## config.mk

```make
export PLATFORM = sky130hd
export DESIGN_NAME = cs_space_wait_strobe_timing
export DESIGN_NICKNAME = d
export VERILOG_FILES = /design/src/sync_two_ff.v /design/src/cycle_counter.v /design/src/cs_space_wait_strobe_timing.v
export VERILOG_INCLUDE_DIRS = /design/src
export SDC_FILE = /design/constraint.sdc
export NUM_CORES = 1
export LEC_CHECK = 0
export BUFFER_PORTS_ARGS = -buffer_cell sky130_fd_sc_hd__buf_4
export CAP_MARGIN = 10
export CORE_ASPECT_RATIO = 1.75
export CORE_UTILIZATION = 26
export DETAILED_ROUTE_END_ITERATION = 12
export HOLD_SLACK_MARGIN = 0.15
export PLACE_DENSITY_LB_ADDON = 0.12
export REMOVE_ABC_BUFFERS = 1
export SLEW_MARGIN = 20
export SYNTH_ARGS = -nofsm -noshare
export SYNTH_HDL_FRONTEND = slang
export SYNTH_SLANG_ARGS = --single-unit
```

## constraint.sdc

```tcl
create_clock -name ref_clk_i -period 4.7 [get_ports ref_clk_i]
set_input_delay 0.235 -clock ref_clk_i [delete_from_list [all_inputs] [get_ports ref_clk_i]]
set_output_delay 0.235 -clock ref_clk_i [all_outputs]
set_load 0.02 [all_outputs]
```

## src/cs_timing_map.vh

```
// Register map, field positions and timing counts of the chip-select timing block
`ifndef CS_TIMING_MAP_VH
`define CS_TIMING_MAP_VH

// Register byte offsets
`define WAIT_CONTROL_2_OFS      4'h0
`define WAIT_CONTROL_3_OFS      4'h4
`define TIMING_STATUS_OFS       4'h8

// Writable bit masks, reserved bits stay zero
`define WAIT_CONTROL_2_WMASK    16'hDF0F
`define WAIT_CONTROL_3_WMASK    16'h3BFF

// Reset values
`define WAIT_CONTROL_2_RST      16'h000B
`define WAIT_CONTROL_3_RST      16'h0000

// wait_control_2 fields
`define RELEASE_DELAY_HI        15
`define RELEASE_DELAY_LO        14
`define EXT_WAIT_MASK_HI        12
`define EXT_WAIT_MASK_LO        8
`define IDLE_GAP_HI             3
`define IDLE_GAP_LO             2
`define WAIT_SEL_HI             1
`define WAIT_SEL_LO             0

// wait_control_3 fields
`define SETUP_LEN_HI            13
`define SETUP_LEN_LO            11
`define HOLD_LEN_HI             9
`define HOLD_LEN_LO             8

// Long wait clamp range
`define LONG_WAIT_MIN           4'h3
`define LONG_WAIT_MAX           4'hE

// Area number of the extended area
`define AREA4                   3'h4

`endif

```

## src/sync_two_ff.v

```verilog
// Two flip-flop synchroniser for an asynchronous level
`timescale 1ns/1ps
module sync_two_ff (
   input  wire ref_clk_i,     // System clock
   input  wire srst_i,        // Synchronous reset
   input  wire ce_i,          // Clock enable
   input  wire async_i,       // Level from outside the clock domain
   input  wire rst_val_i,     // Idle level loaded by reset
   output reg  sync_o         // Synchronised level
);
   reg meta_q;                // First stage, read only by the second

   // Two stages; reset loads the idle level so no false edge follows
   always @(posedge ref_clk_i) begin
      if (srst_i) begin
         meta_q <= rst_val_i;
         sync_o <= rst_val_i;
      end else if (ce_i) begin
         meta_q <= async_i;
         sync_o <= meta_q;
      end
   end
endmodule // sync_two_ff

```

## src/cycle_counter.v

```verilog
// Loadable down counter used for phase lengths and idle gaps
`timescale 1ns/1ps
module cycle_counter #(
   parameter W = 4            // Counter width
) (
   input  wire         ref_clk_i,   // System clock
   input  wire         srst_i,      // Synchronous reset
   input  wire         ce_i,        // Clock enable
   input  wire         load_i,      // Load a new count
   input  wire [W-1:0] load_val_i,  // Count to load
   input  wire         dec_i,       // Count down by one
   output reg  [W-1:0] count_o,     // Present count
   output wire         zero_o       // Count has reached zero
);
   assign zero_o = (count_o == {W{1'b0}});

   // Load wins over decrement; never wraps below zero
   always @(posedge ref_clk_i) begin
      if (srst_i) begin
         count_o <= {W{1'b0}};
      end else if (ce_i) begin
         if (load_i) begin
            count_o <= load_val_i;
         end else if (dec_i && !zero_o) begin
            count_o <= count_o - {{(W-1){1'b0}}, 1'b1};
         end
      end
   end
endmodule // cycle_counter

```

## src/cs_space_wait_strobe_timing.v

```verilog
// Chip-select space strobe, wait and idle timing for areas 0 to 4
//
// Chosen here: the address map and the strobed register port.
`timescale 1ns/1ps
`include "cs_timing_map.vh"
module cs_space_wait_strobe_timing (
   input  wire        ref_clk_i,          // System clock, 250 MHz
   input  wire        srst_i,             // Synchronous reset, active high
   input  wire        ce_i,               // Clock enable, freezes all state
   input  wire [3:0]  reg_addr_i,         // Register byte address
   input  wire [15:0] reg_wdata_i,        // Register write data
   input  wire        reg_we_i,           // Register write strobe
   input  wire        reg_re_i,           // Register read strobe
   output reg  [15:0] reg_rdata_o,        // Read data, cycle after read strobe
   input  wire        req_i,              // Access request, held until ack
   input  wire [2:0]  req_area_i,         // Target area 0 to 4
   input  wire        req_write_i,        // 1 write, 0 read
   input  wire        req_sdram_i,        // Target space is synchronous DRAM
   input  wire [3:0]  long_wait_cnt_i,    // Long wait count for target area
   input  wire [7:0]  area_wait_code_i,   // Wait codes, areas 3..0
   input  wire [7:0]  area_idle_code_i,   // Idle gap codes, areas 3..0
   input  wire        ext_wait_n_i,       // External wait pin, low = wait
   output reg         ack_o,              // Request taken, one cycle
   output reg         done_o,             // Access finished, one cycle
   output reg  [4:0]  chip_select_n_o,    // Chip selects, active low
   output reg         addr_valid_o,       // Address driven
   output reg         rd_n_o,             // Read strobe, active low
   output reg         we_n_o              // Write strobe, active low
);
   // Access states
   localparam [2:0] ST_IDLE    = 3'h0;
   localparam [2:0] ST_SETUP   = 3'h1;
   localparam [2:0] ST_STROBE  = 3'h2;
   localparam [2:0] ST_RELEASE = 3'h3;
   localparam [2:0] ST_HOLD    = 3'h4;

   reg  [15:0] wait_control_2_q;    // Area 4 wait, mask, idle
   reg  [15:0] wait_control_3_q;    // Setup and hold lengths
   reg  [2:0]  state_q;             // Access state
   reg  [2:0]  area_q;              // Area of current or last access
   reg         write_q;             // Direction of current or last access
   reg         ext_en_q;            // External wait honoured this access
   reg         waited_q;            // Wait seen asserted this access
   reg  [3:0]  wait_cnt_q;          // Latched strobe length minus one
   reg  [3:0]  hold_cnt_q;          // Latched address hold minus one
   reg  [3:0]  release_cnt_q;       // Latched release delay minus one
   reg  [3:0]  gap_len_q;           // Latched idle gap of this area

   wire        wait_sync;           // Synchronised wait pin, low = wait
   wire        wait_act = ~wait_sync;
   wire [3:0]  phase_cnt;           // Phase counter value
   wire        phase_zero;          // Phase counter at zero
   wire        gap_zero;            // No idle gap pending

   reg         phase_load;          // Phase counter controls
   reg  [3:0]  phase_val;
   reg         gap_load;            // Gap counter load at access end

   // Wait pin comes from outside: two flops before any use
   sync_two_ff u_wait_sync (
      .ref_clk_i (ref_clk_i),
      .srst_i    (srst_i),
      .ce_i      (ce_i),
      .async_i   (ext_wait_n_i),
      .rst_val_i (1'b1),
      .sync_o    (wait_sync)
   );

   // Phase lengths: setup, strobe, release, hold
   cycle_counter #(.W(4)) u_phase_cnt (
      .ref_clk_i  (ref_clk_i),
      .srst_i     (srst_i),
      .ce_i       (ce_i),
      .load_i     (phase_load),
      .load_val_i (phase_val),
      .dec_i      (1'b1),
      .count_o    (phase_cnt),
      .zero_o     (phase_zero)
   );

   // Idle gap after an access
   cycle_counter #(.W(4)) u_gap_cnt (
      .ref_clk_i  (ref_clk_i),
      .srst_i     (srst_i),
      .ce_i       (ce_i),
      .load_i     (gap_load),
      .load_val_i (gap_len_q),
      .dec_i      (1'b1),
      .count_o    (),
      .zero_o     (gap_zero)
   );

   // Decode of the target area's codes, taken at request time
   reg  [1:0]  wsel;                // Wait code of target area
   reg  [1:0]  isel;                // Idle code of target area
   reg  [1:0]  shsel;               // Setup/hold code, areas 0-3
   reg         mask;                // Wait mask of target area
   reg  [3:0]  setup_m1;            // Setup cycles minus one
   reg  [3:0]  hold_m1;             // Address hold cycles minus one
   reg  [3:0]  waits;               // Wait states before wait sampling
   reg  [3:0]  idle_n;              // Idle gap cycles
   reg  [3:0]  rel_m1;              // Release delay minus one
   reg  [3:0]  lw;                  // Clamped long wait count

   always @* begin
      wsel  = 2'h0;
      isel  = 2'h0;
      shsel = 2'h0;
      if (req_area_i == `AREA4) begin
         wsel = wait_control_2_q[`WAIT_SEL_HI:`WAIT_SEL_LO];
         isel = wait_control_2_q[`IDLE_GAP_HI:`IDLE_GAP_LO];
      end else begin
         wsel  = area_wait_code_i[req_area_i[1:0]*2 +: 2];
         isel  = area_idle_code_i[req_area_i[1:0]*2 +: 2];
         shsel = wait_control_3_q[req_area_i[1:0]*2 +: 2];
      end
      // Mask bit per area; out-of-range area reads as masked
      mask = (req_area_i > `AREA4) ? 1'b1 :
             wait_control_2_q[`EXT_WAIT_MASK_LO + req_area_i];
      // Long wait clamped into its legal range
      lw = long_wait_cnt_i;
      if (lw < `LONG_WAIT_MIN) lw = `LONG_WAIT_MIN;
      if (lw > `LONG_WAIT_MAX) lw = `LONG_WAIT_MAX;
      // Wait states from the wait code
      case (wsel)
         2'h0:    waits = 4'h0;
         2'h1:    waits = 4'h1;
         2'h2:    waits = 4'h2;
         default: waits = lw;
      endcase
      // Idle gap cycles
      case (isel)
         2'h0:    idle_n = 4'h0;
         2'h1:    idle_n = 4'h1;
         2'h2:    idle_n = 4'h2;
         default: idle_n = 4'h4;
      endcase
      // Half-cycle setups round up to whole clocks
      if (req_area_i == `AREA4) begin
         case (wait_control_3_q[`SETUP_LEN_HI:`SETUP_LEN_LO])
            3'h0:    setup_m1 = 4'h0;                           // 0.5
            3'h1:    setup_m1 = 4'h1;                           // 1.5
            3'h2:    setup_m1 = 4'h3;                           // 3.5
            3'h3:    setup_m1 = 4'h5;                           // 5.5
            default: setup_m1 = 4'h7;                           // 7.5
         endcase
         case (wait_control_3_q[`HOLD_LEN_HI:`HOLD_LEN_LO])
            2'h0:    hold_m1 = 4'h0;                            // 0.5, cs 0
            2'h1:    hold_m1 = 4'h1;                            // 1.5, cs 1
            2'h2:    hold_m1 = 4'h3;                            // 3.5, cs 3
            default: hold_m1 = 4'h5;                            // 5.5, cs 5
         endcase
      end else begin
         // Reserved code 11 treated as the longest legal one
         case (shsel)
            2'h0:    setup_m1 = 4'h0;
            2'h1:    setup_m1 = 4'h1;
            default: setup_m1 = 4'h2;
         endcase
         hold_m1 = setup_m1;
      end
      // Release delay after wait negation, reserved code acts as 4
      case (wait_control_2_q[`RELEASE_DELAY_HI:`RELEASE_DELAY_LO])
         2'h0:    rel_m1 = 4'h0;
         2'h1:    rel_m1 = 4'h1;
         default: rel_m1 = 4'h3;
      endcase
   end

   // Idle gap needed unless same area and not read-then-write
   wire same_ok  = (req_area_i == area_q) && !(req_write_i && !write_q);
   wire gap_ok   = gap_zero || same_ok;
   wire take     = (state_q == ST_IDLE) && req_i && gap_ok;

   // Access sequencer
   always @* begin
      phase_load = 1'b0;
      phase_val  = 4'h0;
      gap_load   = 1'b0;
      case (state_q)
         ST_IDLE: begin
            if (take) begin
               phase_load = 1'b1;
               phase_val  = setup_m1;
            end
         end
         ST_SETUP: begin
            if (phase_zero) begin
               phase_load = 1'b1;
               phase_val  = wait_cnt_q;
            end
         end
         ST_STROBE: begin
            if (phase_zero && !(ext_en_q && wait_act)) begin
               phase_load = 1'b1;
               phase_val  = (waited_q && area_q == `AREA4) ? release_cnt_q : hold_cnt_q;
            end
         end
         ST_RELEASE: begin
            if (phase_zero) begin
               phase_load = 1'b1;
               phase_val  = hold_cnt_q;
            end
         end
         ST_HOLD: begin
            gap_load = phase_zero;
         end
         default: begin
            phase_load = 1'b0;
         end
      endcase
   end

   // State, latched timing and pin outputs
   always @(posedge ref_clk_i) begin
      if (srst_i) begin
         state_q         <= ST_IDLE;
         area_q          <= 3'h0;
         write_q         <= 1'b0;
         ext_en_q        <= 1'b0;
         waited_q        <= 1'b0;
         wait_cnt_q      <= 4'h0;
         hold_cnt_q      <= 4'h0;
         release_cnt_q   <= 4'h0;
         gap_len_q       <= 4'h0;
         ack_o           <= 1'b0;
         done_o          <= 1'b0;
         chip_select_n_o <= 5'h1F;
         addr_valid_o    <= 1'b0;
         rd_n_o          <= 1'b1;
         we_n_o          <= 1'b1;
      end else if (ce_i) begin
         ack_o  <= 1'b0;
         done_o <= 1'b0;
         case (state_q)
            ST_IDLE: begin
               if (take) begin
                  // Timing frozen for the whole access
                  area_q        <= req_area_i;
                  write_q       <= req_write_i;
                  wait_cnt_q    <= waits;
                  hold_cnt_q    <= hold_m1;
                  release_cnt_q <= rel_m1;
                  gap_len_q     <= idle_n;
                  // Wait honoured only if unmasked, coded and not SDRAM
                  ext_en_q      <= !mask && (wsel != 2'h0) && !req_sdram_i;
                  waited_q      <= 1'b0;
                  ack_o         <= 1'b1;
                  addr_valid_o  <= 1'b1;
                  chip_select_n_o <= ~(5'h01 << req_area_i);
                  state_q       <= ST_SETUP;
               end
            end
            ST_SETUP: begin
               if (phase_zero) begin
                  rd_n_o  <= write_q;
                  we_n_o  <= ~write_q;
                  state_q <= ST_STROBE;
               end
            end
            ST_STROBE: begin
               if (phase_zero) begin
                  if (ext_en_q && wait_act) begin
                     waited_q <= 1'b1;                          // Stretch while wait held
                  end else if (waited_q && area_q == `AREA4) begin
                     state_q <= ST_RELEASE;
                  end else begin
                     rd_n_o  <= 1'b1;
                     we_n_o  <= 1'b1;
                     if (hold_cnt_q == 4'h0) chip_select_n_o <= 5'h1F;
                     state_q <= ST_HOLD;
                  end
               end
            end
            ST_RELEASE: begin
               if (phase_zero) begin
                  rd_n_o  <= 1'b1;
                  we_n_o  <= 1'b1;
                  if (hold_cnt_q == 4'h0) chip_select_n_o <= 5'h1F;
                  state_q <= ST_HOLD;
               end
            end
            ST_HOLD: begin
               // Chip select drops one clock before the address
               if (phase_cnt == 4'h1) chip_select_n_o <= 5'h1F;
               if (phase_zero) begin
                  chip_select_n_o <= 5'h1F;
                  addr_valid_o    <= 1'b0;
                  done_o          <= 1'b1;
                  state_q         <= ST_IDLE;
               end
            end
            default: begin
               state_q <= ST_IDLE;
            end
         endcase
      end
   end

   // Register writes; reserved bits never stored
   always @(posedge ref_clk_i) begin
      if (srst_i) begin
         wait_control_2_q <= `WAIT_CONTROL_2_RST;
         wait_control_3_q <= `WAIT_CONTROL_3_RST;
      end else if (ce_i && reg_we_i) begin
         if (reg_addr_i == `WAIT_CONTROL_2_OFS)
            wait_control_2_q <= reg_wdata_i & `WAIT_CONTROL_2_WMASK;
         if (reg_addr_i == `WAIT_CONTROL_3_OFS)
            wait_control_3_q <= reg_wdata_i & `WAIT_CONTROL_3_WMASK;
      end
   end

   // Read data one cycle after the strobe, zero otherwise
   always @(posedge ref_clk_i) begin
      if (srst_i) begin
         reg_rdata_o <= 16'h0000;
      end else if (ce_i) begin
         reg_rdata_o <= 16'h0000;
         if (reg_re_i) begin
            case (reg_addr_i)
               `WAIT_CONTROL_2_OFS: reg_rdata_o <= wait_control_2_q;
               `WAIT_CONTROL_3_OFS: reg_rdata_o <= wait_control_3_q;
               `TIMING_STATUS_OFS:  reg_rdata_o <= {6'h00, gap_zero, waited_q,
                                                   ext_en_q, write_q, area_q, state_q};
               default:             reg_rdata_o <= 16'h0000;
            endcase
         end
      end
   end
endmodule // cs_space_wait_strobe_timing

```

==> run metrics <==
status=finished clean; Synth cell types=64; largest net degree at the start of global routing=86; Reg-to-Reg Start=u_gap_cnt.count_o[0]; combinational share of power=between 20% and 30%; most frequent cells after synthesis=86 x nand2_1, 81 x dfxtp_1, 61 x nor2_1; total global-route track usage=between 10% and 20%; First DRT Iteration DRCs=roughly 180; post-CTS resize count=0; drt first pass iters=5; number of global-route vias before repair=between 3000 and 4000; internal power=1.389 mW; Hold Path Cell Cnt=3; DIE HEIGHT=between 150 and 200 um; HP Start=reg_wdata_i[9]; Leak=~2 nW; Max clock buf depth=2; Final ANT Viol Nets=0; RSZ-0062 raised after global routing=false; Sink Count=between 80 and 90; die width=~97 um; post-synthesis area per instance=8.115 um^2; Routed WL=~13000 um; fin crit period=2.418 ns; starting density of the core=a little over a quarter; # setup viols final=0; CTS Hold Bufs=9; EDFF count, synth=0; dpl ws=about 2.3 ns; critical path startpoint category=flop; DIE AREA=0.01632 mm^2; final hold violations=0; Sw Ratio=about a third; post-synthesis register bit count=between 80 and 90; Post-DP Area=about 0.0048 mm^2; I/O pin count=78; Least-Margin Pin Slew=1.039 ns; fin nets=between 600 and 700; H-tree depth=3; Slew headroom=between 30 and 40%; max frequency=between 400 and 500 MHz; Clock Pin Slew Worst Setup and Hold Paths=about 0.06 ns; final instance area=between 0.005 and 0.006 mm^2; sequential-to-total area share from yosys stat=about two fifths; crit path max fanout=24; worst r2r path cells=8; setup ws final=2.282 ns; Skew-Pair Late Insertion Delay=0.33 ns; DP HPWL=approximately 9500 um; fraction of layout cells with a size suffix above 1=around a fifth; CTS tree=built; TritonCTS buffer count=9; Final Util=between 30% and 40%; via count=approximately 3800; count leader, synth=nand2_1; top cell type's share of synthesized area=around two fifths; wire length per cell=about 17 um; IO buf count=77; Avg Vias per Cell=5.030; Tightest Hold Check Type=in2reg; residual overflow from global routing=0; Hold Crit Endpoint=wait_control_2_q[9]; PwrDens=between 400 and 500 mW/mm^2; postcts setup bufs=0; total power=around 2.1 mW; Synth Instances=~510; CP Data Required Time=approximately 5 ns; skew final=between 0.006 and 0.007 ns; Synth Flop Type=dfxtp_1; synthesis-to-layout area growth=24.98%; Seq pwr share=38.5%; synthesized area=a little over 0.004 mm^2; RD Place Congestion=0.8364; Setup CP Type=reg2reg; setup tns final=0 ns; top cells by area, synth=dfxtp_1 39%, nand2_1 7.9%, a21oi_1 7.2%; Root Buffer=clkbuf_16; initial antenna violation count=0; diodes inserted=0; Setup crit start=u_gap_cnt.count_o[0]; clock share of power=around a third; RR Endpoint=u_phase_cnt.count_o[2]; Synth warnings=0; Worst setup EP type=flop; Final Slew Violations=0; asr flop ratio synth=0%; Core Area=0.01539 mm^2; Rows=60; maximum VDD drop=0.0001664 V; period utilization=between 50 and 60%; switching power=about 0.70 mW; biggest area consumer among synthesized cells=dfxtp_1; worst reg2reg setup slack=approximately 2.3 ns; final routed DRC violation total=0; Max Cap Viol=0; critical path arrival=2.59 ns; global-route wire length before repair=about 20000 um
## cells in the final DEF, fill, tap and decap left out, types with 10 or more instances in the layout
cell type / Yosys / routed
nand2_1: 86 / 86
buf_4: 2 / 80
nor3_1: 15 / 15
a22oi_1: 10 / 10
o21ai_0: 15 / 15
mux2i_1: 14 / 14
dfxtp_1: 81 / 81
nor2_1: 61 / 61
a21oi_1: 59 / 59
## cell families after synthesis
| family | share of synthesized area (%) |
|---|---|
| fa+ha+maj | 1.219 |
| mux | 7.069 |
| flops | 39.49 |
| compound gates | 19.65 |
| xor+xnor | 0.6400 |
| buf+inv | 5.331 |
| simple gates | 26.60 |
## power groups by stage
| stage | clock, mW | sequential [mW] | combinational, mW |
|---|---|---|---|
| 4_1_cts | 0.705 | 0.805 | 0.609 |
| 6_report | 0.683 | 0.806 | 0.602 |
| 5_1_grt | 0.730 | 0.814 | 0.670 |
| 2_1_floorplan | 0 | 0.808 | 0.400 |
| 3_5_place_dp | 0 | 0.820 | 0.602 |
| 3_3_place_gp | 0 | 0.821 | 0.595 |
## metrics by stage
stage                     hold WS [ns]  instances
after floorplan                 0.2974        470
after global placement          0.4413        736
after detailed placement        0.4467        736
after CTS                       0.1503        760
after global routing            0.1501        760
final                           0.1615        760
## cell type report
type / count / area [um^2]
clock inverter: 4 / 45.04
clock buffer: 11 / 232.7
sequential: 81 / 1622
inverter: 10 / 37.54
timing repair buffer: 89 / 690.7
multi-input combinational: 379 / 2272
fill: 1676 / 10260
tap: 186 / 232.7
## metal layers
layer / vias to the layer above / global-route usage, % / part of all wire [%]
met5: - / 0 / 0
met4: 0 / 5.581 / 1.9
met3: 14 / 2.574 / 2.7
met2: 69 / 29.42 / 55
met1: 1821 / 17.67 / 41
li1: 1919 / - / -
## worst max path at each step
stage / to / slack (ns) / cells past startpoint
after CTS: u_phase_cnt.count_o[2] / 2.25 / 8
after detailed placement: u_phase_cnt.count_o[2] / 2.26 / 8
final: u_phase_cnt.count_o[2] / 2.28 / 8
after floorplan: wait_control_2_q[1] / 2.65 / 4
after global placement: u_phase_cnt.count_o[2] / 2.33 / 8
after global routing: u_phase_cnt.count_o[2] / 2.07 / 8
## sequential cells by signal, indices dropped and copies added, names as in the netlist, 4 cells and up
register,flops
wait_cnt_q,4
wait_control_2_q,11
u_gap_cnt.count_o,4
u_phase_cnt.count_o,4
chip_select_n_o,5
reg_rdata_o,16
wait_control_3_q,13
## worst max-delay path, cell delays in order, from the launching register on
cell	delay (ns)
dfxtp_1	0.34
inv_1	0.09
ha_1	0.13
or3b_1	0.45
o41ai_2	0.12
nand3_2	0.52
a32o_1	0.42
a21oi_1	0.11
nor3_1	0.06
(Power assumes the default switching activity.)
